==> src/design/pho_defines.vh <==
`ifndef PHO_DEFINES_VH
`define PHO_DEFINES_VH

// ----------------------------------------
// Register indices (byte address = 4 * index)
// ----------------------------------------
`define PHO_IDX_LDC 10'h018
`define PHO_IDX_LPS 10'h01a
`define PHO_IDX_MPT 10'h01b
`define PHO_IDX_RSC 10'h01c
`define PHO_IDX_HOC 10'h01d
`define PHO_IDX_STS 10'h01f

// ----------------------------------------
// Reset values
// ----------------------------------------
`define PHO_RST_LDC 8'h00
`define PHO_RST_LPS 8'h00
`define PHO_RST_MPT 8'h00
`define PHO_RST_RSC 8'h00
`define PHO_RST_HOC 8'h00

// ----------------------------------------
// Field positions
// ----------------------------------------
`define PHO_LDC_CNT_HI 6
`define PHO_LDC_CNT_LO 5
`define PHO_LDC_WIN 4
`define PHO_LDC_DLD_DIS 3
`define PHO_LPS_SEL_HI 5
`define PHO_LPS_SEL_LO 0
`define PHO_MPT_THR_HI 7
`define PHO_MPT_THR_LO 5
`define PHO_RSC_BUF_HI 2
`define PHO_RSC_BUF_LO 1
`define PHO_HOC_EN0 0
`define PHO_HOC_EXT 1
`define PHO_HOC_EN2 2
`define PHO_HOC_CMP 3
`define PHO_STS_DLD 0
`define PHO_STS_MON_HI 3
`define PHO_STS_MON_LO 1
`define PHO_STS_HIZ 4

// ----------------------------------------
// Codes and counts
// ----------------------------------------
`define PHO_LPS_CURSRC 6'h04
`define PHO_LDC_CNT0 8'h05
`define PHO_LDC_CNT1 8'h10
`define PHO_LDC_CNT2 8'h40
`define PHO_LDC_CNT3 8'hff

`endif

==> src/design/pho_holdover.v <==
// Notes on behaviour
// [RULE1] Holdover means charge pump output high impedance
// [RULE2] Both enable bits needed for any holdover
// [RULE3] External bit: pin mode; clear: lock-loss mode
// [RULE4] Resync falling edge enters holdover at once
// [RULE5] Exit only on next reference detector edge
// [RULE6] Pulse feedback counter reset at exit
// [RULE7] Automatic mode enters on low lock indicator
// [RULE8] Comparator off: lock indicator seen high
// [RULE9] Stay high impedance while reference absent
// [RULE10] Re-entry blocked until relocked and pin high
// [RULE11] Holdover follows selected reference, ends next edge
// [RULE12] Lock count field; code zero means five
// [RULE13] Software must keep lock detector enabled
// [RULE14] Window bit zero selects high range
// [RULE15] Code 000100b selects current source lock mode
// [RULE16] Buffer field 11b enables both reference buffers
// [RULE17] Software disables holdover around oscillator calibration
// [RULE18] Software sets dividers to ignore resync pin
// [RULE19] Three frequency monitors reported in status
// [RULE20] Field selects monitor threshold range
// [RULE21] Lock after N in-window, unlock on one
// [RULE22] Current source charges only while locked
// [RULE23] Pins synchronised before edge and state decisions
//
// Chosen here: the Wishbone interface to the registers.
`timescale 1ns/1ns
`default_nettype none
`include "pho_defines.vh"

module pho_holdover (
	// Clock and reset
	input wire clk_i,
	input wire rst_i,
	// Wishbone slave
	input wire wb_cyc_i,
	input wire wb_stb_i,
	input wire wb_we_i,
	input wire [11:0] wb_adr_i,
	input wire [3:0] wb_sel_i,
	input wire [31:0] wb_dat_i,
	output reg [31:0] wb_dat_o,
	output reg wb_ack_o,
	// Pins and analog sense inputs
	input wire resync_pin_i,
	input wire lock_cmp_i,
	input wire ref_pfd_i,
	input wire in_window_i,
	input wire beyond_unlock_i,
	input wire first_reference_input_low_i,
	input wire second_reference_input_low_i,
	input wire vco_low_i,
	// Charge pump and divider control
	output reg cp_hiz_o,
	output reg b_cnt_reset_o,
	// Lock indicator pin drive
	output reg lock_pin_o,
	output reg lock_pin_oe_n_o,
	output reg cs_charge_o,
	output reg cs_mode_o,
	// Analog configuration
	output reg ld_window_high_o,
	output reg [2:0] mon_thr_sel_o,
	output reg [1:0] ref_buf_en_o
);

	parameter [7:0] CNT1 = `PHO_LDC_CNT1;
	parameter [7:0] CNT2 = `PHO_LDC_CNT2;
	parameter [7:0] CNT3 = `PHO_LDC_CNT3;

	localparam NPIN = 8;
	localparam [1:0] ST_RUN = 2'h0;
	localparam [1:0] ST_HOLD = 2'h1;
	localparam [1:0] ST_REARM = 2'h2;

	// ----------------------------------------
	// Pin synchronisers
	// ----------------------------------------
	wire [NPIN-1:0] pin_raw;
	reg [NPIN-1:0] s1_ff;
	reg [NPIN-1:0] s2_ff;
	reg [NPIN-1:0] s3_ff;
	reg [NPIN-1:0] st_ff;
	assign pin_raw = {vco_low_i, second_reference_input_low_i, first_reference_input_low_i, beyond_unlock_i,
		in_window_i, ref_pfd_i, lock_cmp_i, resync_pin_i};

	genvar gi;
	generate
		for (gi = 0; gi < NPIN; gi = gi + 1) begin : g_sync
			always @(posedge clk_i) begin
				if (rst_i) begin
					// Resync idles high: all stages start high, no false edge
					s1_ff[gi] <= (gi == 0) ? 1'b1 : 1'b0;
					s2_ff[gi] <= (gi == 0) ? 1'b1 : 1'b0;
					s3_ff[gi] <= (gi == 0) ? 1'b1 : 1'b0;
					st_ff[gi] <= (gi == 0) ? 1'b1 : 1'b0;
				end else begin
					s1_ff[gi] <= pin_raw[gi];
					s2_ff[gi] <= s1_ff[gi];
					s3_ff[gi] <= s2_ff[gi];
					// Change counts once two stages agree [RULE23]
					if (s2_ff[gi] == s3_ff[gi])
						st_ff[gi] <= s3_ff[gi];
				end
			end
		end
	endgenerate

	wire resync_s = st_ff[0];
	wire lock_cmp_s = st_ff[1];
	wire ref_pfd_s = st_ff[2];
	wire in_win_s = st_ff[3];
	wire beyond_s = st_ff[4];
	wire [2:0] mon_s = st_ff[7:5];

	reg resync_d_ff;
	reg ref_pfd_d_ff;
	wire resync_fall = resync_d_ff & ~resync_s; // [RULE4]
	wire ref_edge = ref_pfd_s & ~ref_pfd_d_ff;

	// ----------------------------------------
	// Registers
	// ----------------------------------------
	reg [7:0] ldc_ff;
	reg [7:0] lps_ff;
	reg [7:0] mpt_ff;
	reg [7:0] rsc_ff;
	reg [7:0] hoc_ff;
	reg dld_ff;
	reg [7:0] lock_cnt_ff;
	reg [1:0] state_ff;

	wire [9:0] idx = wb_adr_i[11:2];
	wire wb_req = wb_cyc_i & wb_stb_i & ~wb_ack_o;
	wire wr_en = wb_req & wb_we_i & wb_sel_i[0];
	wire [7:0] sts = {3'h0, cp_hiz_o, mon_s, dld_ff}; // [RULE19]

	reg [7:0] rd_byte;
	always @* begin
		case (idx)
			`PHO_IDX_LDC: rd_byte = ldc_ff;
			`PHO_IDX_LPS: rd_byte = lps_ff;
			`PHO_IDX_MPT: rd_byte = mpt_ff;
			`PHO_IDX_RSC: rd_byte = rsc_ff;
			`PHO_IDX_HOC: rd_byte = hoc_ff;
			`PHO_IDX_STS: rd_byte = sts;
			default: rd_byte = 8'h00;
		endcase
	end

	always @(posedge clk_i) begin
		if (rst_i) begin
			wb_ack_o <= 1'b0;
			wb_dat_o <= 32'h00000000;
			ldc_ff <= `PHO_RST_LDC;
			lps_ff <= `PHO_RST_LPS;
			mpt_ff <= `PHO_RST_MPT;
			rsc_ff <= `PHO_RST_RSC;
			hoc_ff <= `PHO_RST_HOC;
		end else begin
			wb_ack_o <= wb_req;
			if (wb_req)
				wb_dat_o <= {24'h000000, rd_byte};
			if (wr_en) begin
				case (idx)
					`PHO_IDX_LDC: ldc_ff <= wb_dat_i[7:0];
					`PHO_IDX_LPS: lps_ff <= wb_dat_i[7:0];
					`PHO_IDX_MPT: mpt_ff <= wb_dat_i[7:0];
					`PHO_IDX_RSC: rsc_ff <= wb_dat_i[7:0];
					`PHO_IDX_HOC: hoc_ff <= wb_dat_i[7:0];
					default: ;
				endcase
			end
		end
	end

	// ----------------------------------------
	// Digital lock detector
	// ----------------------------------------
	// Evaluated once per reference detector event
	reg [7:0] lock_target;
	always @* begin
		case (ldc_ff[`PHO_LDC_CNT_HI:`PHO_LDC_CNT_LO])
			2'h0: lock_target = `PHO_LDC_CNT0; // [RULE12]
			2'h1: lock_target = CNT1;
			2'h2: lock_target = CNT2;
			default: lock_target = CNT3;
		endcase
	end

	always @(posedge clk_i) begin
		if (rst_i) begin
			dld_ff <= 1'b0;
			lock_cnt_ff <= 8'h00;
		end else if (ldc_ff[`PHO_LDC_DLD_DIS]) begin
			// Disabled detector never locks, so auto holdover sticks in ST_REARM after one exit [RULE13]
			dld_ff <= 1'b0;
			lock_cnt_ff <= 8'h00;
		end else if (ref_edge) begin
			if (beyond_s) begin
				dld_ff <= 1'b0; // [RULE21]
				lock_cnt_ff <= 8'h00;
			end else if (in_win_s) begin
				if (lock_cnt_ff + 8'h01 >= lock_target)
					dld_ff <= 1'b1; // [RULE21]
				if (lock_cnt_ff != 8'hff)
					lock_cnt_ff <= lock_cnt_ff + 8'h01;
			end else begin
				// Between thresholds: keep indication, restart count
				lock_cnt_ff <= 8'h00;
			end
		end
	end

	// ----------------------------------------
	// Holdover state machine
	// ----------------------------------------
	wire ho_en = hoc_ff[`PHO_HOC_EN0] & hoc_ff[`PHO_HOC_EN2]; // [RULE2]
	wire ext_mode = hoc_ff[`PHO_HOC_EXT]; // [RULE3]
	// Comparator off reads as locked [RULE8]
	wire lock_eff = hoc_ff[`PHO_HOC_CMP] ? lock_cmp_s : 1'b1;

	always @(posedge clk_i) begin
		if (rst_i) begin
			state_ff <= ST_RUN;
			resync_d_ff <= 1'b1;
			ref_pfd_d_ff <= 1'b0;
			b_cnt_reset_o <= 1'b0;
		end else begin
			resync_d_ff <= resync_s;
			ref_pfd_d_ff <= ref_pfd_s;
			b_cnt_reset_o <= 1'b0;
			if (!ho_en) begin
				state_ff <= ST_RUN; // [RULE2]
			end else begin
				case (state_ff)
					ST_RUN: begin
						if (ext_mode && resync_fall)
							state_ff <= ST_HOLD; // [RULE4]
						else if (!ext_mode && !lock_eff)
							state_ff <= ST_HOLD; // [RULE7]
					end
					ST_HOLD: begin
						// No reference edge, no exit [RULE9] [RULE11]
						if (ref_edge && (!ext_mode || resync_s)) begin
							state_ff <= ext_mode ? ST_RUN : ST_REARM; // [RULE5]
							b_cnt_reset_o <= 1'b1; // [RULE6]
						end
					end
					ST_REARM: begin
						// Chattering lock detect would retrigger here [RULE10]
						if (ext_mode || (dld_ff && lock_eff))
							state_ff <= ST_RUN;
					end
					default: state_ff <= ST_RUN;
				endcase
			end
		end
	end

	// ----------------------------------------
	// Output drive
	// ----------------------------------------
	wire cs_sel = (lps_ff[`PHO_LPS_SEL_HI:`PHO_LPS_SEL_LO] == `PHO_LPS_CURSRC); // [RULE15]
	wire hold_next = ho_en & ((state_ff == ST_HOLD) |
		((state_ff == ST_RUN) & ((ext_mode & resync_fall) | (~ext_mode & ~lock_eff))));

	always @(posedge clk_i) begin
		if (rst_i) begin
			cp_hiz_o <= 1'b0;
			lock_pin_o <= 1'b0;
			lock_pin_oe_n_o <= 1'b0;
			cs_charge_o <= 1'b0;
			cs_mode_o <= 1'b0;
			ld_window_high_o <= 1'b1;
			mon_thr_sel_o <= 3'h0;
			ref_buf_en_o <= 2'h0;
		end else begin
			// Leaves high impedance on the same edge as counter reset [RULE1]
			cp_hiz_o <= hold_next & ~(state_ff == ST_HOLD & ref_edge &
				(~ext_mode | resync_s));
			cs_mode_o <= cs_sel;
			// Any false indication discharges at once [RULE22]
			cs_charge_o <= cs_sel & dld_ff;
			lock_pin_o <= dld_ff;
			lock_pin_oe_n_o <= 1'b0;
			ld_window_high_o <= ~ldc_ff[`PHO_LDC_WIN]; // [RULE14]
			mon_thr_sel_o <= mpt_ff[`PHO_MPT_THR_HI:`PHO_MPT_THR_LO]; // [RULE20]
			ref_buf_en_o <= rsc_ff[`PHO_RSC_BUF_HI:`PHO_RSC_BUF_LO]; // [RULE16]
		end
	end

endmodule

`default_nettype wire

==> config.mk <==
export PLATFORM = sky130hd
export DESIGN_NAME = pho_holdover
export DESIGN_NICKNAME = d
export VERILOG_FILES = /design/src/design/pho_holdover.v
export VERILOG_INCLUDE_DIRS = /design/src /design/src/design
export SDC_FILE = /design/constraint.sdc
export NUM_CORES = 1
export LEC_CHECK = 0
export ABC_AREA = 1
export ABC_CLOCK_PERIOD_IN_PS = 3600
export BUFFER_PORTS_ARGS = -buffer_cell sky130_fd_sc_hd__buf_4
export CORE_MARGIN = 2
export CORE_UTILIZATION = 55
export CTS_CLUSTER_SIZE = 30
export DETAILED_ROUTE_END_ITERATION = 12
export MAX_ROUTING_LAYER = met4
export PLACE_DENSITY = 0.81
export SYNTH_ARGS = -nofsm -noshare
export SYNTH_HDL_FRONTEND = slang
export SYNTH_SLANG_ARGS = --single-unit
==> constraint.sdc <==
create_clock -name clk_i -period 3.6 [get_ports clk_i]
set_input_delay 0.72 -clock clk_i [delete_from_list [all_inputs] [get_ports clk_i]]
set_output_delay 0.72 -clock clk_i [all_outputs]
set_load 0.03 [all_outputs]
==> summary.md <==
| Metric | Value |
|---|---|
| Drt first pass iters | 6 |
| Yosys warnings | 0 |
| Number of synthesized flops with an enable pin | 0 |
| WP data arrival | 2.51 ns |
| Area growth syn-to-layout | 12.5% |
| Pint | 1680 uW |
| GPL Wtd Cong | 0.893 |
| # setup viols final | 0 |
| DRT iter0 DRCs | 221 |
| Yosys reg bits | 105 |
| Via count | roughly 3.9k |
| Mux contribution to synthesized area | 0% |
| Remaining Overflow, GRT | 0 |
| Detail Route Antenna Nets | 0 |
| Total CTS buffers | 9 |
| Post-Syn Instances | 583 |
| DRC Markers | 0 |
| Initial core utilization | 56.2% |
| Leading area contributor after synthesis | dfxtp_1 |
| Final wirelength | 9730 um |
| Std-Cell Rows | 33 |
| Fmax | 452 MHz |
| Relative slew slack | 44.5% |
| RSZ-0062 raised after global routing | false |
| Post-Synth Simple-Gate Area | about a fifth |
| CTS clk-pin slew, worst paths | 0.09 ns |
| Sw Ratio | 23.1% |
| Combinational fraction of design power | roughly 7% |
| H-tree Lvls | 3 |
| Tcrit/Tclk final | roughly three fifths |
| Sequential Power Share | 54.0% |
| Fin util | 63.2% |
| Post-Synth XOR/XNOR Area | less than 1% |
| Synth Area in Compound Gates | between 10% and 20% |
| Synth Cell Area | 4600 um^2 |
| Dpl hpwl | 6820 um |
| Max VDD drop | 275 uV |
| Worst-Skew Late Latency | 0.37 ns |
| Post-CTS setup buffer count | 0 |
| Top FF cell, synth | dfxtp_1 |
| Sw Pwr | 506 uW |
| Largest family of logic cells by synthesized area | simple AND/OR/NAND/NOR gates |
| CP Class | reg2reg |
| Status | complete, no violations |
| Die Ht | about 95 um |
| Crit Path Max Fanout | 4 |
| Total power | approximately 2200 uW |
| Share of the synthesized area in the top cell type | 45.7% |
| Post-synthesis sequential area ratio | 45.7% |
| Routed len/inst | 13.2 um |
| CP max-delay cell | dfxtp_1 |
| Clock power share | 39.1% |
| Overall track demand over capacity in global routing | between 20 and 25% |
| IO Pins | 106 |
| Vias/cell | 5.23 |
| Largest net degree at the start of global routing | 43 |
| Layout cells sized above 1 | 14.4% |
| CP dominant cell by count | nand3_1 |
| Nets@finish | between 700 and 800 |
| Adder-Cell Fraction of Synth Area | 3.27% |
| First-pass GRT wire length | 15,800 um |
| Crit-path max cell delay | ~0.4 ns |
| Max-slew violations | 0 |
| Core area | 8180 um^2 |
| Width of the die | 95.4 um |
| Startpoint types | flop |
| Die area | 9100 um^2 |
| Initial antenna violation count | 0 |
| Ranking of synthesized cells by area | dfxtp_1, a21oi_1, inv_1 |
| Hold Slack | between 0.4 and 0.5 ns |
| Syn Area/Cell | 7.88 um^2 |
| Worst Clk Skew | 0.0133 ns |
| # diodes | 0 |
| Worst hold path type | reg2reg |
| Bufs and invs on worst path | 1 |
| CP top delay family | simple AND/OR/NAND/NOR gates |
| Final Hold Vio Count | 0 |
| Required time of the critical path | 3.90 ns |
| Max-Cap Viols | 0 |
| Buffers on Ports | 51 |
| Slew @ Worst Pin | approximately 0.83 ns |
| Post-synth ARST share | 0% |
| Setup_tns | 0 ns |
| Unique masters post-synth | 42 |
| LEAKAGE | 0.00238 uW |
| Root cell of the clock tree | clkbuf_8 |
| Crit. End Element | flop |
| Hold_buf cts | 0 |
| Design Area, Final | 5170 um^2 |
| CTS Buffer Depth | 2 |
| Critical Path, Cell by Cell | ha_1, nand2_1, nor2_1, nand3_1, xor2_1, inv_1, ha_1, nand2_1, nor2_1, nand4_1, nand3_1, nand3_1, a21oi_1 |
| Number of global-route vias before repair | 3,586 |
| TritonCTS clock tree | built |
| Power Dens Cells | 424 nW/um^2 |
| Area after DPL | 4940 um^2 |
| Clock sink total | 105 |
| Period minus WS final | 2.21 ns |
| Post_cts resized | 0 |
[power groups by stage]
stage	combinational (uW)	clock [uW]	sequential, uW
global placement	149	0	1210
global route	168	914	1180
CTS	152	864	1180
finish	152	855	1180
detailed placement	151	0	1210
floorplan	113	0	1220
[synthesized netlist by cell type (2+ instances only)]
cell type	instances
dfxtp_1	105
inv_1	80
nor2_1	78
a21oi_1	62
nand2_1	56
o21ai_0	53
buf_4	26
nand3_1	25
nand4_1	15
ha_1	12
clkbuf_1	7
nor2_4	5
a22oi_1	4
o21ai_1	4
a211oi_1	3
buf_1	3
buf_6	3
inv_2	3
nor3_1	3
nor4_1	3
o21bai_1	3
or2_2	3
xor2_1	3
nand2_4	2
nand3_2	2
nand3_4	2
nor3_4	2
xnor2_1	2
[placed cells by master (no fill, tap or decap), types with 2 or more instances in the layout]
master / netlist / layout
nor2_4: 5 / 5
conb_1: 1 / 25
nand2_1: 56 / 56
nor4_1: 3 / 3
buf_4: 26 / 52
clkbuf_1: 7 / 2
clkbuf_8: 0 / 9
a21oi_1: 62 / 62
xnor2_1: 2 / 2
nand4_1: 15 / 15
nand3_2: 2 / 2
or2_2: 3 / 3
ha_1: 12 / 12
nor3_4: 2 / 2
o21ai_1: 4 / 4
nand2_4: 2 / 2
nand3_1: 25 / 25
nor2_1: 78 / 78
o21ai_0: 53 / 53
inv_2: 3 / 3
inv_1: 80 / 80
nand3_4: 2 / 2
a211oi_1: 3 / 3
o21bai_1: 3 / 3
nor3_1: 3 / 3
xor2_1: 3 / 3
bufinv_16: 0 / 3
dfxtp_1: 105 / 105
a22oi_1: 4 / 4
[per-stage QoR]
stage | setup slack, ns | std cells
floorplan | 1.74 | 607
global placement | 1.24 | 724
detailed placement | 1.16 | 724
CTS | 1.38 | 739
global route | 1.15 | 739
finish | 1.39 | 739
[worst paths after layout]
| check | from | endpoint | slack, ns | cells past startpoint |
|---|---|---|---|---|
| hold reg to reg | s1_ff[2]$_SDFF_PP0_ | s2_ff[2]$_SDFF_PP0_ | 0.40 | 2 |
| setup / recovery | lock_cnt_ff[0]$_SDFFE_PP0P_ | dld_ff$_SDFFE_PP0P_ | 1.39 | 13 |
| setup reg to reg | lock_cnt_ff[0]$_SDFFE_PP0P_ | dld_ff$_SDFFE_PP0P_ | 1.39 | 13 |
| hold / removal | s1_ff[2]$_SDFF_PP0_ | s2_ff[2]$_SDFF_PP0_ | 0.40 | 2 |
[logic make-up after synthesis]
group / count (synthesis)
other: 1
adder cells (fa/ha/maj): 12
XOR/XNOR: 5
flip-flops: 105
AND/OR/NAND/NOR: 199
AO/OA/AOI/OAI: 136
buffers and inverters: 125
[tightest hold or removal path, cell delays in order (launching register included)]
cell and delay [ns]:
dfxtp_1 0.31, inv_1 0.04, nor2_1 0.03
[cell type report]
class                   count  area (um^2)
clock buffers              11          131
clock inverters             4          101
fillers                   724         3010
inverters                  85          324
multi-input cells         377         1990
flip-flops and latches    105         2100
well taps                 105          131
repair buffers             52          390
[layer usage]
layer / global-route usage (%) / vias up / part of all wire, %
li1: - / 1938 / -
met1: 27.5 / 1744 / 43
met2: 37.9 / 147 / 47
met3: 4.82 / 34 / 6.5
met4: 10.6 / 0 / 3.2
met5: - / - / 0
[state kept, by name (all words and copies together) (netlist names), 2 cells and up]
name,cells
hoc_ff,8
ldc_ff,8
lock_cnt_ff,8
lps_ff,8
mpt_ff,8
rsc_ff,8
s1_ff,8
s2_ff,8
s3_ff,8
wb_dat_o,8
mon_s,3
mon_thr_sel_o,3
ref_buf_en_o,2
state_ff,2
(Power assumes the default switching activity.)
